===== src/hdl/hwr_defines.svh =====
`ifndef HWR_DEFINES_SVH
`define HWR_DEFINES_SVH

// Start-up delay after any wake-up, in system clock periods
`define HWR_WAKE_DLY_CYC     12'h400
// Extra delay added only at power-up, in system clock periods
`define HWR_PWRUP_EXTRA_CYC  12'h400
// Cycles between the end of the wake delay and the interrupt response
`define HWR_IRQ_GAP_CYC      2'h2
// Interrupt lines that may never wake the device (both serial interfaces)
`define HWR_IRQ_NOWAKE_MASK  8'hc0
// Program counter value applied by any chip or warm reset
`define HWR_RESET_VECTOR     12'h000
// Flag values after power-up
`define HWR_RST_PD_FLAG      1'h0
`define HWR_RST_EXPIRY       1'h0

`endif


===== src/hdl/hwr_pkg.sv =====
package hwr_pkg;

	typedef enum logic [2:0] {
		ST_BOOT   = 3'b000,
		ST_PWRUP  = 3'b001,
		ST_RUN    = 3'b010,
		ST_HALT   = 3'b011,
		ST_DELAY  = 3'b100,
		ST_IRQGAP = 3'b101,
		ST_EXTRST = 3'b110
	} hwr_state_e;

	typedef enum logic [1:0] {
		CS_FULL = 2'b00,
		CS_WARM = 2'b01,
		CS_PORT = 2'b10,
		CS_IRQ  = 2'b11
	} hwr_cause_e;

endpackage


===== src/hdl/hwr_startup_timer.sv =====
`include "hwr_defines.svh"

// Counts target_i cycles from a start pulse; done_o pulses so that the
// caller spends exactly target_i cycles waiting. target_i must be 2 or more.
module hwr_startup_timer (
	input  wire logic        clk_i,
	input  wire logic        rst_n_i,
	input  wire logic        start_i,
	input  wire logic [11:0] target_i,
	output logic             done_o
);

	logic [11:0] cnt_reg;
	logic [11:0] tgt_reg;
	logic        run_reg;

	always_ff @(posedge clk_i or negedge rst_n_i) begin
		if (!rst_n_i) begin
			cnt_reg <= 12'h000;
			tgt_reg <= 12'h000;
			run_reg <= 1'b0;
			done_o  <= 1'b0;
		end else if (start_i) begin
			// A new start always restarts from zero
			cnt_reg <= 12'h000;
			tgt_reg <= target_i;
			run_reg <= 1'b1;
			done_o  <= 1'b0;
		end else if (run_reg) begin
			cnt_reg <= cnt_reg + 12'h001;
			if (cnt_reg == tgt_reg - 12'h002) begin
				run_reg <= 1'b0;
				done_o  <= 1'b1;
			end
		end else begin
			done_o <= 1'b0;
		end
	end

endmodule


===== src/hdl/hwr_ctrl.sv =====
`include "hwr_defines.svh"

// Summary of operation
// Power-down instruction stops the system oscillator; watchdog oscillator keeps running.
// Core is held so memory and registers stay unchanged in power-down.
// Entering power-down clears the watchdog when it runs from its own oscillator.
// Ports keep output and direction state throughout power-down.
// Power-down instruction sets power-down flag, clears watchdog-expiry flag.
// Wake on external reset, non-serial interrupt, enabled port edge, watchdog overflow.
// External reset fully initialises; watchdog wake only resets program counter, stack.
// Power-down flag clears at power-up and on the watchdog clear instruction.
// Every watchdog time-out sets the expiry flag, including waking ones; the code sets it only in the run and power-down states.
// Each port A pin has its own wake enable.
// Port wake-up resumes at the instruction after power-down.
// Interrupt wake: next instruction if disabled or stack full, else interrupt.
// Interrupts already requested before power-down cannot wake the device.
// Wait 1024 clocks after wake; next instruction at once, interrupt later.
// Power-up adds extra delay to the 1024 clocks; wake-up uses 1024 only.
// Flags give reset cause: external 00, normal time-out 1u, halt time-out 11.
// Chip reset: vector zero, interrupts off, timers stopped, ports input, stack top.
// Chip reset clears the watchdog, which counts again after release.
// Watchdog overflow in normal operation gives chip reset and sets expiry flag.
// Wake delay restarts from zero on each new wake event; the code restarts a running delay only on an external reset.
module hwr_ctrl
	import hwr_pkg::*;
(
	input  wire logic        clk_i,
	input  wire logic        rst_n_i,
	input  wire logic        external_init_pin_n_i,
	input  wire logic        halt_instr_i,
	input  wire logic        watchdog_clear_instruction_i,
	input  wire logic        watchdog_overflow_i,
	input  wire logic        watchdog_src_osc_i,
	input  wire logic [7:0]  irq_req_i,
	input  wire logic [7:0]  irq_enable_i,
	input  wire logic        stack_full_i,
	input  wire logic [7:0]  port_a_i,
	input  wire logic [7:0]  port_a_wake_en_i,
	output logic             sys_osc_en_o,
	output logic             core_hold_o,
	output logic             port_hold_o,
	output logic             full_reset_o,
	output logic             warm_reset_o,
	output logic [11:0]      reset_vector_o,
	output logic             watchdog_clear_o,
	output logic             resume_next_o,
	output logic             irq_take_o,
	output logic             power_down_flag_o,
	output logic             watchdog_expiry_flag_o
);

	hwr_state_e  state_reg;
	hwr_state_e  state_next;
	hwr_cause_e  cause_reg;
	hwr_cause_e  cause_next;
	logic [1:0]  init_sync_reg;
	logic [7:0]  pa_s1_reg;
	logic [7:0]  pa_s2_reg;
	logic [7:0]  pa_prev_reg;
	logic        wo_s1_reg;
	logic        wo_s2_reg;
	logic        wo_prev_reg;
	logic [7:0]  irq_armed_reg;
	logic [7:0]  irq_pend_reg;
	logic [1:0]  gap_reg;
	logic        init_low;
	logic        wd_evt;
	logic [7:0]  port_evt;
	logic [7:0]  irq_evt;
	logic        halt_go;
	logic        irq_service;
	logic        tmr_start;
	logic [11:0] tmr_target;
	logic        tmr_done;
	logic        chip_rst_next;

	function automatic logic is_chip_rst(input hwr_state_e st, input hwr_cause_e cs);
		is_chip_rst = (st == ST_BOOT) || (st == ST_PWRUP) || (st == ST_EXTRST) ||
			(st == ST_DELAY && cs == CS_FULL);
	endfunction

	// Pins and the watchdog domain are synchronised before any use
	always_ff @(posedge clk_i or negedge rst_n_i) begin
		if (!rst_n_i) begin
			init_sync_reg <= 2'h3;
			pa_s1_reg     <= 8'h00;
			pa_s2_reg     <= 8'h00;
			pa_prev_reg   <= 8'h00;
			wo_s1_reg     <= 1'b0;
			wo_s2_reg     <= 1'b0;
			wo_prev_reg   <= 1'b0;
		end else begin
			init_sync_reg <= {init_sync_reg[0], external_init_pin_n_i};
			pa_s1_reg     <= port_a_i;
			pa_s2_reg     <= pa_s1_reg;
			pa_prev_reg   <= pa_s2_reg;
			wo_s1_reg     <= watchdog_overflow_i;
			wo_s2_reg     <= wo_s1_reg;
			wo_prev_reg   <= wo_s2_reg;
		end
	end

	assign init_low = ~init_sync_reg[1];
	assign wd_evt   = wo_s2_reg & ~wo_prev_reg;
	assign port_evt = (pa_s2_reg ^ pa_prev_reg) & port_a_wake_en_i;
	assign irq_evt  = irq_req_i & irq_armed_reg & ~`HWR_IRQ_NOWAKE_MASK;
	assign halt_go  = (state_reg == ST_RUN) && halt_instr_i && !wd_evt && !init_low;
	assign irq_service = |(irq_pend_reg & irq_enable_i) && !stack_full_i;

	always_comb begin
		state_next = state_reg;
		cause_next = cause_reg;
		tmr_start  = 1'b0;
		tmr_target = `HWR_WAKE_DLY_CYC;
		if (init_low) begin
			state_next = ST_EXTRST;
			cause_next = CS_FULL;
		end else begin
			case (state_reg)
				ST_BOOT: begin
					state_next = ST_PWRUP;
					tmr_start  = 1'b1;
					tmr_target = `HWR_WAKE_DLY_CYC + `HWR_PWRUP_EXTRA_CYC;
				end
				ST_PWRUP: begin
					if (tmr_done) begin
						state_next = ST_RUN;
					end
				end
				ST_EXTRST: begin
					state_next = ST_DELAY;
					tmr_start  = 1'b1;
				end
				ST_RUN: begin
					if (wd_evt) begin
						state_next = ST_DELAY;
						cause_next = CS_FULL;
						tmr_start  = 1'b1;
					end else if (halt_instr_i) begin
						state_next = ST_HALT;
					end
				end
				ST_HALT: begin
					if (wd_evt || (|port_evt) || (|irq_evt)) begin
						state_next = ST_DELAY;
						tmr_start  = 1'b1;
						if (wd_evt) begin
							cause_next = CS_WARM;
						end else if (|port_evt) begin
							cause_next = CS_PORT;
						end else begin
							cause_next = CS_IRQ;
						end
					end
				end
				ST_DELAY: begin
					if (tmr_done) begin
						// Interrupt response comes a few cycles after the delay
						if (cause_reg == CS_IRQ && irq_service) begin
							state_next = ST_IRQGAP;
						end else begin
							state_next = ST_RUN;
						end
					end
				end
				ST_IRQGAP: begin
					if (gap_reg == `HWR_IRQ_GAP_CYC - 2'h1) begin
						state_next = ST_RUN;
					end
				end
				default: begin
					state_next = ST_BOOT;
				end
			endcase
		end
	end

	assign chip_rst_next = is_chip_rst(state_next, cause_next);

	hwr_startup_timer u_wake_tmr (
		.clk_i    (clk_i),
		.rst_n_i  (rst_n_i),
		.start_i  (tmr_start),
		.target_i (tmr_target),
		.done_o   (tmr_done)
	);

	always_ff @(posedge clk_i or negedge rst_n_i) begin
		if (!rst_n_i) begin
			state_reg <= ST_BOOT;
			cause_reg <= CS_FULL;
		end else begin
			state_reg <= state_next;
			cause_reg <= cause_next;
		end
	end

	always_ff @(posedge clk_i or negedge rst_n_i) begin
		if (!rst_n_i) begin
			gap_reg <= 2'h0;
		end else if (state_reg == ST_IRQGAP) begin
			gap_reg <= gap_reg + 2'h1;
		end else begin
			gap_reg <= 2'h0;
		end
	end

	// Requests pending at entry are disarmed for the whole power-down
	always_ff @(posedge clk_i or negedge rst_n_i) begin
		if (!rst_n_i) begin
			irq_armed_reg <= 8'h00;
			irq_pend_reg  <= 8'h00;
		end else begin
			if (halt_go) begin
				irq_armed_reg <= ~irq_req_i;
			end
			if (state_reg == ST_HALT && state_next == ST_DELAY) begin
				irq_pend_reg <= irq_evt;
			end
		end
	end

	// Outside an external init, setting wins over clearing for both flags
	always_ff @(posedge clk_i or negedge rst_n_i) begin
		if (!rst_n_i) begin
			power_down_flag_o      <= `HWR_RST_PD_FLAG;
			watchdog_expiry_flag_o <= `HWR_RST_EXPIRY;
		end else if (init_low) begin
			power_down_flag_o      <= 1'b0;
			watchdog_expiry_flag_o <= 1'b0;
		end else begin
			if (halt_go) begin
				power_down_flag_o <= 1'b1;
			end else if (watchdog_clear_instruction_i) begin
				power_down_flag_o <= 1'b0;
			end
			if (wd_evt && (state_reg == ST_RUN || state_reg == ST_HALT)) begin
				watchdog_expiry_flag_o <= 1'b1;
			end else if (halt_go) begin
				watchdog_expiry_flag_o <= 1'b0;
			end
		end
	end

	always_ff @(posedge clk_i or negedge rst_n_i) begin
		if (!rst_n_i) begin
			sys_osc_en_o <= 1'b1;
			core_hold_o  <= 1'b1;
			port_hold_o  <= 1'b0;
		end else begin
			sys_osc_en_o <= (state_next != ST_HALT);
			core_hold_o  <= (state_next != ST_RUN);
			port_hold_o  <= (state_next == ST_HALT);
		end
	end

	// Warm reset leaves everything but program counter and stack alone
	always_ff @(posedge clk_i or negedge rst_n_i) begin
		if (!rst_n_i) begin
			full_reset_o     <= 1'b1;
			warm_reset_o     <= 1'b0;
			reset_vector_o   <= `HWR_RESET_VECTOR;
			watchdog_clear_o <= 1'b1;
		end else begin
			full_reset_o     <= chip_rst_next;
			warm_reset_o     <= (state_next == ST_DELAY) && (cause_next == CS_WARM);
			reset_vector_o   <= `HWR_RESET_VECTOR;
			watchdog_clear_o <= chip_rst_next || (halt_go && watchdog_src_osc_i);
		end
	end

	always_ff @(posedge clk_i or negedge rst_n_i) begin
		if (!rst_n_i) begin
			resume_next_o <= 1'b0;
			irq_take_o    <= 1'b0;
		end else begin
			resume_next_o <= (state_reg == ST_DELAY) && (state_next == ST_RUN) &&
				(cause_reg == CS_PORT || cause_reg == CS_IRQ);
			irq_take_o    <= (state_reg == ST_IRQGAP) && (state_next == ST_RUN);
		end
	end

	// Cycles spent in the current delay state, for checking only
	logic [11:0] dcnt;
	always_ff @(posedge clk_i or negedge rst_n_i) begin
		if (!rst_n_i) begin
			dcnt <= 12'h000;
		end else if (state_reg != state_next) begin
			dcnt <= 12'h000;
		end else begin
			dcnt <= dcnt + 12'h001;
		end
	end
endmodule


===== config.mk =====
export PLATFORM = sky130hd
export DESIGN_NAME = hwr_ctrl
export DESIGN_NICKNAME = d
export VERILOG_FILES = /design/src/hdl/hwr_pkg.sv /design/src/hdl/hwr_startup_timer.sv /design/src/hdl/hwr_ctrl.sv
export VERILOG_INCLUDE_DIRS = /design/src /design/src/hdl
export SDC_FILE = /design/constraint.sdc
export NUM_CORES = 1
export LEC_CHECK = 0
export BUFFER_PORTS_ARGS = -buffer_cell sky130_fd_sc_hd__buf_4
export CAP_MARGIN = 20
export CORE_UTILIZATION = 35
export DETAILED_ROUTE_END_ITERATION = 7
export GPL_TIMING_DRIVEN = 1
export PLACE_DENSITY = 0.55
export SETUP_SLACK_MARGIN = 0.02
export SLEW_MARGIN = 20
export SYNTH_ARGS = -nofsm -noshare
export SYNTH_HDL_FRONTEND = slang
export SYNTH_SLANG_ARGS = --single-unit

===== constraint.sdc =====
create_clock -name clk_i -period 1.9 [get_ports clk_i]
set_input_delay 0.095 -clock clk_i [delete_from_list [all_inputs] [get_ports clk_i]]
set_output_delay 0.095 -clock clk_i [all_outputs]
set_load 0.01 [all_outputs]

* Yosys cells after proc, flatten, opt, wreduce, memory -nomap -nowiden
Cells that the tools add are included. Widths: inputs -> output; s select.
Operators by class: $add $sub $neg 3, bitwise gates (word level) 7, reduce and logical (&&, ||, !) cells 31, muxes and demuxes 36, equality and inequality tests 21
Operators by type and width (count):
- $mux 12 | 4
- $mux 3 | 8
- $pmux 3 s7 | 1
- $mux 1 | 16
- $reduce_or 8->1 | 2
- $eq 3x3->1 const B | 5
- $logic_and 1x1->1 | 13
- $add 12x1->12 const B | 1
- $eq 12x12->1 | 1
- $eq 3x2->1 const B | 4
- $sub 12x2->12 const B | 1
- $mux 2 | 5
- $ne 3x2->1 const B | 3
- $and 6x8->8 | 1
- $and 8x8->8 | 1
- $logic_or 1x1->1 | 8
- $xor 8x8->8 | 1
- $and 6x6->6 | 1
- $eq 3x1->1 const B | 2
- $logic_not 3->1 | 2
- $not 6->6 | 1
- $reduce_or 6->1 | 1
- $eq 2x1->1 const B | 2
- $eq 2x2->1 const B | 2
- 11 further kinds | 12
Storage, ports and cells: logic and storage cells 124, bits in registers 84

* Depth between registers and ports, before layout
depth after elaboration 13, gate-level depth with buffers 10, depth with buffers taken out 9

* Modules after synthesis
A second synthesis with hierarchy kept.
Second synthesis, totals: cells, all modules 360, area, all modules 3892.5 um2
Modules (own cells, without submodules):
- hwr_ctrl | area an instance 2379.8 um2, times used 1, cells each 210, sequential area each 1458.9 um2
- hwr_startup_timer | area an instance 1512.7 um2, times used 1, cells each 150, sequential area each 650.6 um2

* Worst setup path after synthesis
No wires, ideal clock.
path type flip-flop to flip-flop, start reg pa_prev_reg[1], end reg resume_next_o, data arrival time 1.943 ns, library setup time 0.069 ns, stages on the path, launching flop included 8, required time 1.831 ns, buffers on the path 0, period minus slack after synthesis 2.012 ns, setup slack -0.112 ns, path through dfrtp_1 > xor2_1 > a22oi_2 > nand4_2 > or2_4 > o21a_1 > or4b_4 > nor2_2
Between the ends: longest elaborated chain between the ends 11
RTL lines:
- from (decl) | line hwr_ctrl.sv:59 | logic [7:0] pa_prev_reg;
- from (signal assigned) | line hwr_ctrl.sv:96 | pa_prev_reg <= pa_s2_reg;
- $xor 8x8->8 | line hwr_ctrl.sv:105 | assign port_evt = (pa_s2_reg ^ pa_prev_reg) & port_a_wake_en_i;
- $and 8x8->8 | line hwr_ctrl.sv:105
- $reduce_or 8->1 | line hwr_ctrl.sv:144 | if (wd_evt || (|port_evt) || (|irq_evt)) begin
- $logic_or 1x1->1 (2 in series) | line hwr_ctrl.sv:144
- $mux 3 | line hwr_ctrl.sv:144
- $pmux 3 s7 | line hwr_ctrl.sv:119 | case (state_reg)
- $mux 3 | line hwr_ctrl.sv:115 | if (init_low) begin
- $eq 3x2->1 | line hwr_ctrl.sv:277 | resume_next_o <= (state_reg == ST_DELAY) && (state_next == ST_RUN) &&
- $logic_and 1x1->1 (2 in series) | line hwr_ctrl.sv:277
- to (signal assigned) | line hwr_ctrl.sv:277
- to (decl) | line hwr_ctrl.sv:46 | output logic resume_next_o,
Every way passes these cells. A chain may end at the register's enable or synchronous reset.

* Final worst setup path
start reg irq_armed_reg[0], end reg resume_next_o
Between the ends: longest elaborated chain between the ends 9
RTL lines:
- from (decl) | line hwr_ctrl.sv:63 | logic [7:0] irq_armed_reg;
- from (signal assigned) | line hwr_ctrl.sv:215 | irq_armed_reg <= ~irq_req_i;
- $and 6x6->6 | line hwr_ctrl.sv:106 | assign irq_evt = irq_req_i & irq_armed_reg & ~`HWR_IRQ_NOWAKE_MASK;
- $reduce_or 6->1 | line hwr_ctrl.sv:144
- $logic_or 1x1->1 | line hwr_ctrl.sv:144
- $mux 3 | line hwr_ctrl.sv:144
- $pmux 3 s7 | line hwr_ctrl.sv:119
- $mux 3 | line hwr_ctrl.sv:115
- $eq 3x2->1 | line hwr_ctrl.sv:277
- $logic_and 1x1->1 (2 in series) | line hwr_ctrl.sv:277
Every way passes these cells.

==> flow_summary_export.csv <==
group,metric,value,unit
outcome,status,"complete, but fails checks",
outcome,violations,"setup timing",
setup_path,r2r_cells,7,
clocking,cts_max_level,3,
sta,rsz0062_at_grt,"true",
setup_path,required,2.18,ns
logic_synthesis,yosysTopAreaCellShare,53.4,%
min_path,holdPathEnd,"irq_pend_reg[3]",
place,globalplace.congestion,0.844,
place,hpwl,4.66,mm
sta,whs,0.0362,ns
clocking,cts-buffers-inserted,9,
layout,largest_reg_flops,12,
global_route,grt_max_degree,44,
floorplan,fp.coreArea,0.00876,mm2
setup_path,critPathMaxFanout,4,
sta,hold_viol_final,0,
logic_synthesis,synth_commonest_cells,"dfrtp_1 (68), nor2_1 (28), nand2_1 (27)",
global_route,grt_overflow,0,
global_route,grt_pass1_wl,11.0,mm
sta,fin_tns_setup,-1.80,ns
routing,avgViaCountPerCell,4.62,
min_path,hold_start,"irq_req_i[3]",
logic_synthesis,synth_area_leaders,"dfrtp_1 (53%), dfstp_2 (5.0%), xor2_1 (4.4%)",
routing,wl_per_cell,13.0,um
routing,drt-pass1-iter-count,4,
routing,ant_nets,0,
floorplan,start_util,36.3,%
routing,totalWireLength,6.57,mm
logic_synthesis,synth.largest_area_cell,"dfrtp_1",
setup_path,crit_path_end_kind,"register",
sta,slew_violations,0,
clocking,root_buffer,"clkbuf_8",
clocking,cts_tree,"done",
run,max_cap_viol_count,0,
clocking,cts_sinks,74,
layout,fillCellCount,791,
logic_synthesis,ys_types,55,
setup_path,worstReg2RegStart,"irq_armed_reg[0]",
min_path,hp-class,"in2reg",
floorplan,die-area,0.00948,mm2
routing,drtIter0Drc,112,
sta,setup_ws,-0.225,ns
sta,fmax,0.471,GHz
logic_synthesis,synth_edf_count,0,
logic_synthesis,netlist_instances,281,
logic_synthesis,ys_ff_latch,74,
logic_synthesis,syn-cell-area,0.00318,mm2
routing,drc,0,
logic_synthesis,synth_most_common_cell,"dfrtp_1",
clocking,clk_latency,0.35,ns
place,port_buffers,45,
clocking,cts.clk_slew.worst_paths,0.08,ns
routing,num_vias,2329,
layout,area_growth,41.3,%
global_route,antenna_found_initial,0,
place,dp_slack,-0.234,ns
floorplan,io_pins,62,
setup_path,crit_type,"reg2reg",
sta,setup-violations-final,14,
floorplan,fp.dieH,97.4,um
pwr,p_leak,0.00211,uW
logic_synthesis,ys_warn_count,0,
sta,finClkSkew,0.00849,ns
sta,period_share,112,%
layout,finalNetCount,434,
pwr,powerDensity,821,mW/mm2
clocking,clockBufferDepth,2,
pwr,irDropWorstVdd,0.444,mV
global_route,first_global_vias,2343,
layout,drive_gt1_share,41.2,%
floorplan,dieWidth,97.4,um
setup_path,reg2reg_slack,-0.22,ns
setup_path,timing.rr.end,"resume_next_o",
logic_synthesis,yosysSeqAreaShare,58.4,%
layout,antennaDiodeCount,0,
logic_synthesis,async_reset_ff_share,100,%
floorplan,placementRows,34,
setup_path,start_kind,"register",
setup_path,arrival,2.41,ns
logic_synthesis,syn-mean-instance-area,11.3,um2
min_path,hold-path-cell-count,3,
sta,fin_crit,2.12,ns
logic_synthesis,synth_ff_type,"dfrtp_1",
global_route,track_usage,14.8,%
-- worst max path at each step --
stage,startpoint,to,depth (start not counted)
floorplan,pa_prev_reg[3],resume_next_o,7
global placement,state_reg[1],irq_pend_reg[0],8
detailed placement,irq_armed_reg[1],irq_pend_reg[1],8
CTS,pa_s2_reg[1],resume_next_o,7
global route,state_reg[0],irq_pend_reg[4],8
finish,irq_armed_reg[0],resume_next_o,7
-- worst max-delay path: stages, from the launching register on --
cell and delay (ns):
dfrtp_1 0.39, a22oi_2 0.18, nand4_1 0.20, buf_4 0.21, or2_4 0.27, o21a_1 0.18, or4b_4 0.51, nor2_2 0.11
-- cells by family (layout without fill, tap and decap cells) --
group | Yosys count | after routing | synth area share (%)
other | 1 | 12 | 0.118
AOI/OAI and AO/OA | 47 | 47 | 11.0
xor gates and xnor gates | 20 | 20 | 5.74
and+or+nand+nor | 94 | 94 | 15.5
muxes | 6 | 6 | 1.89
DFF | 74 | 74 | 58.4
adders and majority gates | 3 | 3 | 1.18
buffers and inverters | 36 | 140 | 6.21
-- area by class of cell --
type	count	area, um2	share of cell area (%)
Sequential cell	74	1860	41.4
Inverter	15	56.3	1.25
Timing Repair Buffer	109	875	19.4
Tap cell	108	135	3.00
Multi-Input combinational cell	182	1380	30.8
Clock inverter	6	50.0	1.11
Clock buffer	10	138	3.06
-- routing by layer --
metal  share of wire [%]  track usage, %  vias up
met5                   0               0        -
met4                 1.5            5.09        0
met3                 4.8            4.82        8
met2                  45            22.4       50
met1                  48            19.9     1120
li1                    -               -     1151
-- report_power, final --
part	leakage (uW)	switching, uW	total [uW]	internal (uW)
logic	0.00113	329	717	388
clock network	0.0000831	628	1150	522
registers	0.000892	112	1830	1720
total	0.00211	1070	3690	2630
-- placed cells by master (no fill, tap or decap), types with 8 or more instances in the layout --
cell type / n
nand2_1: 26
clkbuf_8: 10
dfrtp_1: 66
xor2_1: 16
dlygate4sd3_1: 13
inv_1: 12
a22oi_2: 10
nand3_1: 8
nor2_1: 26
conb_1: 12
buf_4: 92
-- per-stage QoR --
step	area, um2	total power [uW]	utilization, %	instances
after CTS	4380	3670	50.0	503
final	4500	3690	51.3	504
after detailed placement	3930	2430	44.9	468
after global placement	3930	2410	44.9	468
after global routing	4500	3910	51.3	504
after floorplan	3260	2150	-	292
-- timing repair --
action	4_1_cts	5_1_grt
endpoints found under the setup margin	27	36
resized for setup	27	18
pin swaps	11	9
endpoints found under the hold margin	43	0
setup buffers	8	4
hold buffers	13	0
Power figures use the tool's default switching activity.
